$ cat src/pkg/ssd_params.svh
/*
  constants of the seven-segment command block: codes, fonts, texts, ranges.
  assumes inclusion by the package, the design module and the bench.
*/
`ifndef SSD_PARAMS_SVH
`define SSD_PARAMS_SVH
// ----------------------------------------
// constant command codes
// ----------------------------------------
`define SSD_K_CLEAR 12'h000
`define SSD_K_TXT1 12'h001
`define SSD_K_TXT2 12'h002
`define SSD_K_HELP 12'h003
`define SSD_K_HLP2 12'h004
`define SSD_K_ERROR 12'h005
`define SSD_K_ERR2 12'h006
`define SSD_K_LZERO 12'h007
`define SSD_K_TWO 12'h008
`define SSD_K_DP0 12'h00A
`define SSD_K_DP5 12'h00F
`define SSD_K_FREE 12'h014
`define SSD_K_SHIFT 12'h015
`define SSD_K_FREE2 12'h016
// ----------------------------------------
// segment font: a=0 f=1 g=2 e=3 d=4 b=5 c=6 dp=7
// ----------------------------------------
`define SSD_DIGIT_FONT 80'h777F615F5766753D607B
`define SSD_MINUS 8'h04
`define SSD_TXT1 48'h00576F606F00
`define SSD_TXT2 48'h002F1B7C3D00
`define SSD_TXT_HELP 48'h00006E1F1A2F
`define SSD_TXT_ERROR 48'h001F0C0C5C0C
`define SSD_TXT_HLP2 48'h6E1A2F000000
`define SSD_TXT_ERR2 48'h1F0C0C000000
// ----------------------------------------
// value ranges and reset values
// ----------------------------------------
`define SSD_SIX_MAX 32'sh000F423F
`define SSD_SIX_MIN (-32'sh0001869F)
`define SSD_TWO_MAX 32'sh00000063
`define SSD_FREE_MAX 32'sh000000FF
`define SSD_DP_RST 6'h00
`endif

$ cat src/pkg/ssd_pkg.sv
/*
  types of the seven-segment command block.
  assumes ssd_params.svh sits beside it on the include path.
*/
package ssd_pkg;
  `include "ssd_params.svh"
  // mode, gray coded along six -> two -> free
  typedef enum logic [1:0] {
    SSD_MODE_SIX = 2'h0,
    SSD_MODE_TWO = 2'h1,
    SSD_MODE_FREE = 2'h3
  } ssd_mode_t;
  typedef struct packed {
    logic is_reg;
    logic [11:0] arg;
  } ssd_cmd_t;
endpackage

$ cat src/design/ssd_cmd.sv
/*
  command interpreter for a six-digit seven-segment display.
  assumes one clock, commands and register data from logic on that clock.
*/
// Operation
// - three modes: six-digit, two-digit with prefix, free segment mode
// - constant codes act the same in every mode except 21 and 12..15; many change mode
// - code 0 blanks digits, clears points, selects six-digit mode
// - codes 1,2,3,5 show a fixed text, six-digit mode
// - codes 4,6 show a prefix, two-digit mode; then value 0..99
// - register reference selects register 0 to 4095
// - code 7 clears, six-digit mode, leading zeros until the next code 0
// - code 8 clears and selects two-digit mode
// - codes 10..15 light point of digit 0..5; only code 0 clears
// - points on digits 2..5 only while in six-digit mode
// - code 20 selects free mode; code 22 free behaviour, two-digit shown
// - code 21 in free mode shifts patterns left, right digit blank
// - six-digit mode shows signed value right-justified, -99999..999999
// - out-of-range value leaves display unchanged and sets error flag
// - two-digit mode shows 0..99 in two right digits, rest kept
// - free mode value up to 255 drives rightmost digit segments
`include "ssd_params.svh"
module ssd_cmd
  import ssd_pkg::*;
(
  input wire logic clock, // system clock
  input wire logic srst, // synchronous reset
  input wire logic cmd_valid, // command request
  input wire ssd_cmd_t cmd, // command form and argument
  output logic [11:0] reg_addr, // register number to read
  input wire logic signed [31:0] reg_data, // register contents
  input wire logic error_clear, // clears error flag
  output logic cmd_done, // command executed
  output logic error_flag, // sticky range error
  output ssd_mode_t mode, // reported mode
  output logic lead_zero, // leading zeros enabled
  output logic [5:0] dp_on, // decimal points
  output logic [47:0] segments // digit 5..0 patterns
);

  // ----------------------------------------
  // functions
  // ----------------------------------------
  function automatic logic [7:0] font(
    input logic [3:0] d
  );
    logic [79:0] tab;
    tab = `SSD_DIGIT_FONT;
    font = (d > 4'h9) ? 8'h00 : tab[d*8 +: 8];
  endfunction

  function automatic logic [47:0] fmt_dec(
    input logic [19:0] mag,
    input logic neg,
    input logic lz
  );
    logic [19:0] v;
    logic [47:0] r;
    logic placed;
    v = mag;
    r = 48'h0;
    placed = 1'b0;
    for (int i = 0; i < 6; i++) begin
      if (i == 0 || v != 20'h0 || lz) begin
        r[i*8 +: 8] = font(4'(v % 20'hA));
      end else if (neg && !placed) begin
        r[i*8 +: 8] = `SSD_MINUS;
        placed = 1'b1;
      end
      v = v / 20'hA;
    end
    if (neg && lz) begin
      r[47:40] = `SSD_MINUS;
    end
    fmt_dec = r;
  endfunction

  // ----------------------------------------
  // state
  // ----------------------------------------
  ssd_mode_t mode_reg, mode_next;
  logic free_beh_reg, free_beh_next;
  logic lz_reg, lz_next;
  logic [5:0] dp_reg, dp_next;
  logic [47:0] dig_reg, dig_next;
  logic err_reg;
  logic done_reg;

  // ----------------------------------------
  // decode
  // ----------------------------------------
  wire k_cmd = cmd_valid && !cmd.is_reg;
  wire r_cmd = cmd_valid && cmd.is_reg;
  wire [11:0] k = cmd.arg;
  wire is_free = (mode_reg == SSD_MODE_FREE) || free_beh_reg;
  wire k_dp = (k >= `SSD_K_DP0) && (k <= `SSD_K_DP5);
  wire [2:0] dp_idx = 3'(k - `SSD_K_DP0);
  wire dp_allowed = (dp_idx < 3'h2) || (mode_reg == SSD_MODE_SIX);

  assign reg_addr = cmd.arg;

  wire neg = reg_data < 32'sh0;
  wire [19:0] mag = 20'(neg ? -reg_data : reg_data);
  wire six_ok = (reg_data >= `SSD_SIX_MIN) && (reg_data <= `SSD_SIX_MAX);
  wire two_ok = !neg && (reg_data <= `SSD_TWO_MAX);
  wire free_ok = !neg && (reg_data <= `SSD_FREE_MAX);

  // value check depends on mode; free behaviour wins over two-digit
  wire val_ok = is_free ? free_ok :
    (mode_reg == SSD_MODE_TWO) ? two_ok : six_ok;
  wire r_err = r_cmd && !val_ok;

  wire [47:0] dec_six = fmt_dec(mag, neg, lz_reg);
  wire [47:0] dec_two = fmt_dec(mag, 1'b0, lz_reg);

  // ----------------------------------------
  // next state
  // ----------------------------------------
  always_comb begin
    mode_next = mode_reg;
    free_beh_next = free_beh_reg;
    lz_next = lz_reg;
    dp_next = dp_reg;
    dig_next = dig_reg;
    if (k_cmd) begin
      // constant codes ignore the current mode, except shift and points 2..5
      case (k)
        `SSD_K_CLEAR: begin
          dig_next = 48'h0;
          dp_next = `SSD_DP_RST;
          lz_next = 1'b0;
          mode_next = SSD_MODE_SIX;
          free_beh_next = 1'b0;
        end
        `SSD_K_TXT1, `SSD_K_TXT2, `SSD_K_HELP, `SSD_K_ERROR: begin
          dig_next = (k == `SSD_K_TXT1) ? `SSD_TXT1 :
            (k == `SSD_K_TXT2) ? `SSD_TXT2 :
            (k == `SSD_K_HELP) ? `SSD_TXT_HELP : `SSD_TXT_ERROR;
          mode_next = SSD_MODE_SIX;
          free_beh_next = 1'b0;
        end
        `SSD_K_HLP2, `SSD_K_ERR2: begin
          dig_next = (k == `SSD_K_HLP2) ? `SSD_TXT_HLP2 : `SSD_TXT_ERR2;
          mode_next = SSD_MODE_TWO;
          free_beh_next = 1'b0;
        end
        `SSD_K_LZERO: begin
          dig_next = 48'h0;
          lz_next = 1'b1;
          mode_next = SSD_MODE_SIX;
          free_beh_next = 1'b0;
        end
        `SSD_K_TWO: begin
          dig_next = 48'h0;
          mode_next = SSD_MODE_TWO;
          free_beh_next = 1'b0;
        end
        `SSD_K_FREE: begin
          mode_next = SSD_MODE_FREE;
          free_beh_next = 1'b0;
        end
        `SSD_K_FREE2: begin
          mode_next = SSD_MODE_TWO;
          free_beh_next = 1'b1;
        end
        `SSD_K_SHIFT: begin
          if (is_free) begin
            dig_next = {dig_reg[39:0], 8'h00};
          end
        end
        default: begin
          if (k_dp && dp_allowed) begin
            dp_next[dp_idx] = 1'b1;
          end
        end
      endcase
    end else if (r_cmd && val_ok) begin
      if (is_free) begin
        dig_next[7:0] = reg_data[7:0];
      end else if (mode_reg == SSD_MODE_TWO) begin
        dig_next[15:0] = dec_two[15:0];
      end else begin
        dig_next = dec_six;
      end
    end
  end

  // ----------------------------------------
  // registers
  // ----------------------------------------
  always_ff @(posedge clock) begin
    if (srst) begin
      mode_reg <= SSD_MODE_SIX;
      free_beh_reg <= 1'b0;
      lz_reg <= 1'b0;
      dp_reg <= `SSD_DP_RST;
      dig_reg <= 48'h0;
    end else begin
      mode_reg <= mode_next;
      free_beh_reg <= free_beh_next;
      lz_reg <= lz_next;
      dp_reg <= dp_next;
      dig_reg <= dig_next;
    end
  end

  // error set wins over clear
  always_ff @(posedge clock) begin
    if (srst) begin
      err_reg <= 1'b0;
      done_reg <= 1'b0;
    end else begin
      err_reg <= r_err || (err_reg && !error_clear);
      done_reg <= cmd_valid;
    end
  end

  // ----------------------------------------
  // outputs
  // ----------------------------------------
  assign mode = mode_reg;
  assign lead_zero = lz_reg;
  assign dp_on = dp_reg;
  assign error_flag = err_reg;
  assign cmd_done = done_reg;

  genvar g;
  generate
    for (g = 0; g < 6; g++) begin : g_seg
      assign segments[g*8 +: 8] = {dig_reg[g*8+7] | dp_reg[g], dig_reg[g*8 +: 7]};
    end
  endgenerate
endmodule

$ cat config.mk
export PLATFORM = sky130hd
export DESIGN_NAME = ssd_cmd
export DESIGN_NICKNAME = d
export VERILOG_FILES = /design/src/pkg/ssd_pkg.sv /design/src/design/ssd_cmd.sv
export VERILOG_INCLUDE_DIRS = /design/src /design/src/pkg
export SDC_FILE = /design/constraint.sdc
export NUM_CORES = 1
export LEC_CHECK = 0
export BUFFER_PORTS_ARGS = -buffer_cell sky130_fd_sc_hd__clkbuf_2
export CORE_ASPECT_RATIO = 1.75
export CORE_MARGIN = 2
export CORE_UTILIZATION = 35
export CTS_CLUSTER_SIZE = 8
export DETAILED_ROUTE_END_ITERATION = 8
export GPL_TIMING_DRIVEN = 0
export PLACE_DENSITY_LB_ADDON = 0.25
export SYNTH_ARGS = -nofsm -noshare
export SYNTH_HDL_FRONTEND = slang
export SYNTH_SLANG_ARGS = --single-unit
$ cat constraint.sdc
create_clock -name clock -period 16.6 [get_ports clock]
set_input_delay 3.32 -clock clock [delete_from_list [all_inputs] [get_ports clock]]
set_output_delay 3.32 -clock clock [all_outputs]
set_load 0.05 [all_outputs]
Word-level counts from Yosys, hierarchy flattened
Cells that the tools add are included.
Widths: inputs -> output; s select.
{"block": "word_totals", "mem_bits_rw": 0, "memories": 0, "latchBits": 0, "mem_bits_ro": 0, "regBits": 60, "elab_cells": 175, "output_inout_bits": 71}
{"block": "classes", "n_addsub": 2, "n_div": 11, "n_reduce_logical": 58, "n_mux": 48, "n_bitwise": 8, "n_eq_ne": 17, "n_lt_le_gt_ge": 16, "n_mul": 0, "shift": 6}
{"op": "$shiftx 80x8->8 const A", "count": 6}
{"op": "$pmux 48 s4", "count": 1}
{"op": "$mux 48", "count": 3}
{"op": "$mod 20x4->20 const B", "count": 6}
{"op": "$mux 8", "count": 14}
{"op": "$div 20x4->20 const B", "count": 5}
{"op": "$reduce_bool 20->1", "count": 5}
{"op": "$eq 12x3->1 const B", "count": 4}
{"op": "$mux 47", "count": 1}
{"op": "$mux 40", "count": 1}
{"op": "$mux 39", "count": 1}
{"op": "$mux 38", "count": 1}
{"op": "$mux 37", "count": 1}
{"op": "$eq 12x5->1 const B", "count": 3}
{"op": "$ge 32x18->1 const B", "count": 1}
{"op": "$le 32x21->1 const B", "count": 1}
{"op": "$le 32x8->1 const B", "count": 1}
{"op": "$le 32x9->1 const B", "count": 1}
{"op": "$lt 32x1->1 const B", "count": 1}
{"op": "$mux 32", "count": 1}
{"op": "$eq 12x2->1 const B", "count": 2}
{"op": "$gt 4x4->1 const B", "count": 6}
{"op": "$mux 20", "count": 1}
{"op": "$neg 20->20", "count": 1}
{"op": "other kinds (41)", "count": 98}

Depth between registers and ports, before layout
{"block": "depth", "ltp_word": 27, "depth_mapped": 53, "depth_no_buf": 43}

Worst setup path after synthesis
No wires, ideal clock.
{"block": "synth_timing", "path_type": "input -> register", "start": "input port reg_data[0]", "end": "register dig_reg[26]", "setup_slack_ns": 2.960, "arrival_time_ns": 13.549, "path_buffers": 6, "setup_ns": 0.091, "cell_stages": 46, "path_cell_list": "inv_1 > ha_1 > or4b_1 > or2_1 > clkbuf_1 > o311ai_2 > a2111oi_2 > a32o_1 > a222oi_1 > and2_4 > buf_6 > nor3_1 > o41a_1 > nand3_2 > o211ai_2 > or4_1 > buf_2 > o31a_1 > [... 10 more ...] > o21ai_0 > and2_1 > ha_1 > or4_1 > nand3_1 > nand2b_1 > o41a_1 > buf_4 > mux2_4 > o21a_1 > buf_6 > xnor2_2 > inv_2 > ha_1 > nor2_1 > o31ai_1 > o211ai_1 > a311oi_1"}
{"block": "synth_via", "elab_chain_cells": 18}
{"item": "from (decl)", "line": "ssd_cmd.sv:31", "text": "input wire logic signed [31:0] reg_data,"}
{"item": "branches (longest 18 deep; another with $lt 32x1->1)"}
{"item": "to (signal assigned)", "line": "ssd_cmd.sv:203", "text": "dig_reg <= dig_next;"}
{"item": "to (decl)", "line": "ssd_cmd.sv:85", "text": "logic [47:0] dig_reg, dig_next;"}
Parallel ways; which one is timed is not known. The select of a mux whose other input is x is not followed.
A chain may end at the register's enable or synchronous reset.

Worst setup path in the final report
{"block": "layout_timing", "start": "input port reg_data[0]", "end": "register dig_reg[46]"}
{"block": "layout_via", "elab_chain_cells": 16}
{"item": "$lt 32x1->1 / $neg 20->20 (equally long branches)", "line": "ssd_cmd.sv:102, ssd_cmd.sv:103"}
{"item": "$mux 20", "line": "ssd_cmd.sv:103", "text": "wire [19:0] mag = 20'(neg ? -reg_data : reg_data);"}
{"item": "$div 20x4->20", "line": "ssd_cmd.sv:70", "text": "v = v / 20'hA;"}
{"item": "$div 20x4->20 (4 in series)"}
{"item": "$mod 20x4->20"}
{"item": "$shiftx 80x8->8 / $gt 4x4->1 (equally long branches)"}
{"item": "$mux 8", "line": "ssd_cmd.sv:49", "text": "font = (d > 4'h9) ? 8'h00 : tab[d*8 +: 8];"}
{"item": "$mux 8", "line": "ssd_cmd.sv:64", "text": "if (i == 0 || v != 20'h0 || lz) begin"}
{"item": "$mux 8", "line": "ssd_cmd.sv:72", "text": "if (neg && lz) begin"}
{"item": "$mux 32", "line": "ssd_cmd.sv:180", "text": "end else if (mode_reg == SSD_MODE_TWO) begin"}
{"item": "$mux 40", "line": "ssd_cmd.sv:178", "text": "if (is_free) begin"}
{"item": "$mux 48", "line": "ssd_cmd.sv:177", "text": "end else if (r_cmd && val_ok) begin"}
{"item": "$mux 48", "line": "ssd_cmd.sv:125", "text": "if (k_cmd) begin"}
Parallel ways exist; a longest one is shown, timed or not. The select of a mux whose other input is x is not followed.

==> metrics.md <==
| Metric | Value |
|---|---|
| Outcome | `finished, final reports clean` |
| Flops & latches, synth | `60` |
| Initial antenna violation count | `0` |
| Clock Tree Buf Depth | `2` |
| TNS Setup | `0 ns` |
| Final antenna-violating net count | `0` |
| Mapped Cells | `1963` |
| Antenna cell count | `0` |
| Critical Path Start | `reg_data[0]` |
| Final wirelength | `just over 50000 µm` |
| MaxCap Viol Count | `0` |
| Async S/R FF share, synth | `0%` |
| Average cell area after synthesis | `approximately 7.0 µm²` |
| Total track usage | `24.1%` |
| Initial drt markers | `1145` |
| Cts hold-fix bufs | `0` |
| Worst-path clk slew | `around 0.050 ns` |
| Vias in the first global route | `between 15000 and 20000` |
| First-pass GRT wire length | `about 83000 µm` |
| Post-synth top area share | `8.77%` |
| Required time of the worst setup path | `16.87 ns` |
| CP most frequent cell | `ha_1` |
| Worst Setup EP | `dig_reg[46]` |
| Commonest non-fill, non-tap cell in the layout | `nor2_1` |
| Post-synthesis sequential area ratio | `under 10%` |
| Synth unique cells | `about 130` |
| Layout Nets | `2190` |
| DR DRC count | `0` |
| Peak fanout along the critical path | `10` |
| Peak Freq | `63.4 MHz` |
| FF-to-FF Start | `mode[1]` |
| Worst-Skew Late Latency | `0.34 ns` |
| Arrival time worst endpoint | `16.05 ns` |
| Critical-path top delay cell | `o41ai_2` |
| Mapped Nets | `2069` |
| Tmin final | `15.78 ns` |
| Clk root buf | `clkbuf_16` |
| Core Region | `38500 µm²` |
| Worst setup SP type | `input pin` |
| Slew Limit Fails | `0` |
| GRT overflow | `0` |
| Most frequent cells in the layout | `nor2_1 (185), nand2_1 (153), a21oi_1 (141)` |
| Vias | `~16000` |
| Yosys Warn Count | `0` |
| Worst R2R Setup Slack | `13.03 ns` |
| Slew @ Worst Pin | `~1.1 ns` |
| Port bufs | `between 100 and 150` |
| Area growth, synth to finish | `11.4%` |
| Synth area leaders | `dfxtp_1 (8.8%), ha_1 (5.2%), a21oi_1 (5.2%)` |
| Post-synth EDFFs | `0` |
| TritonCTS Buffers | `9` |
| Slowest cell delay on critical path | `0.67 ns` |
| Layout cells sized above 1 | `around 18%` |
| RSZ-0062 raised after global routing | `false` |
| Slew HR | `23.5%` |
| Final Hold Fails | `0` |
| Share of the core filled with cells | `39.6%` |
| Main synth FF type | `dfxtp_1` |
| Total iterations of the first detailed-routing run | `6` |
| Initial Util | `35.6%` |
| Worst Setup End Kind | `register` |
| I/O Pins | `120` |
| Final Cycle Share | `95.1%` |
| Min-Delay Path Class | `reg -> reg` |
| Sink Count | `60` |
| DP HPWL | `about 41000 µm` |
| Netlist Area Pre-Place | `13700 µm²` |
| DIE AREA | `between 40000 and 50000 µm²` |
| WL per Instance | `20.0 µm` |
| Clock Skew | `0.00710 ns` |
| Final setup violation count | `0` |
| Worst Reg-to-Reg Cells | `10` |
| Multi-input gate area | `11400 µm²` |
| Critical path class | `in -> reg` |
| Largest net degree at the start of global routing | `11` |
| Vert. Die Dim | `roughly 270 µm` |
| GP Congestion | `0.975` |
| H-tree depth | `3` |
| Max FFs per register | `48` |
| FF+latch area | `1200 µm²` |
| Die extent in x | `154 µm` |
| Via/cell ratio | `6.38` |
| Fillers | `4150` |
| Synth area leader | `dfxtp_1` |
| FP Rows | `95` |
| Reg-to-Reg End | `dig_reg[36]` |
| CTS tree | `done` |
==> what timing repair did <==
item | 4_1_cts | 5_1_grt
setup endpoints to repair | 0 | 21
gates resized for setup | 0 | 18
setup buffers | 0 | 2
==> stage by stage <==
stage	instances	hold WS (ns)	setup slack [ns]	instance area, µm²
CTS	2573	0.451	0.401	15100
global placement	2557	0.441	0.230	14800
detailed placement	2557	0.444	0.184	14900
finish	2574	0.448	0.819	15300
global route	2574	0.473	0.0397	15300
floorplan	1963	0.427	2.96	13700
==> cell type report <==
type | count | share of cell area, %
Timing Repair Buffer | 111 | 3.67
Buffer | 184 | 6.56
Clock inverter | 3 | 0.131
Multi-Input combinational cell | 1674 | 74.9
Clock buffer | 13 | 1.77
Inverter | 44 | 1.08
Tap cell | 485 | 3.98
Sequential cell | 60 | 7.87
==> cells by family after synthesis <==
logic type                 count (synthesis)  synth area share [%]
AOI/OAI and AO/OA                        769                  42.5
adders and majority gates                 61                  5.51
and+or+nand+nor                          743                  27.4
muxes                                     55                  4.26
buffers and inverters                    229                  8.54
DFF                                       60                  8.77
xor gates and xnor gates                  46                  3.00
==> per-layer routing <==
layer / up-vias / part of all wire [%] / GRT usage [%]
li1: 7864 / - / -
met1: 7764 / 36 / 24.0
met2: 633 / 55 / 49.5
met3: 157 / 3.8 / 1.63
met4: 0 / 5.1 / 11.2
met5: - / 0 / 0
==> synthesized netlist by cell type, types with 17 or more instances <==
cell / n
a211oi_1: 41
a21oi_1: 141
a31oi_1: 44
buf_2: 37
buf_4: 57
clkbuf_1: 77
dfxtp_1: 60
ha_1: 57
inv_1: 38
mux2i_1: 44
nand2_1: 154
nand2b_1: 18
nand3_1: 93
nand4_1: 28
nor2_1: 187
nor2b_1: 17
nor3_1: 70
nor4_1: 30
o211ai_1: 37
o21a_1: 24
o21ai_0: 116
o21ai_1: 19
o22ai_1: 22
o31ai_1: 25
or3_1: 23
xnor2_1: 28
xor2_1: 17
==> worst min-delay path by stage <==
stage / from / end / slack [ns] / cells after the start
2_1_floorplan: dig_reg[47] / dig_reg[47] / 0.43 / 2
3_3_place_gp: dig_reg[47] / dig_reg[47] / 0.44 / 2
3_5_place_dp: dig_reg[47] / dig_reg[47] / 0.44 / 2
4_1_cts: dig_reg[47] / dig_reg[47] / 0.45 / 2
5_1_grt: dig_reg[47] / dig_reg[47] / 0.47 / 2
6_report: dig_reg[47] / dig_reg[47] / 0.45 / 2
==> critical path, delay by kind of cell <==
kind | cells | cell delay, ns
buf+inv | 6 | 1.22
compound gates | 21 | 6.77
fa+ha+maj | 3 | 0.70
simple gates | 16 | 4.01
Power is left out: the tool's default activity adds up to more than one toggle a clock period on the data nets, which glitch-free logic cannot reach.
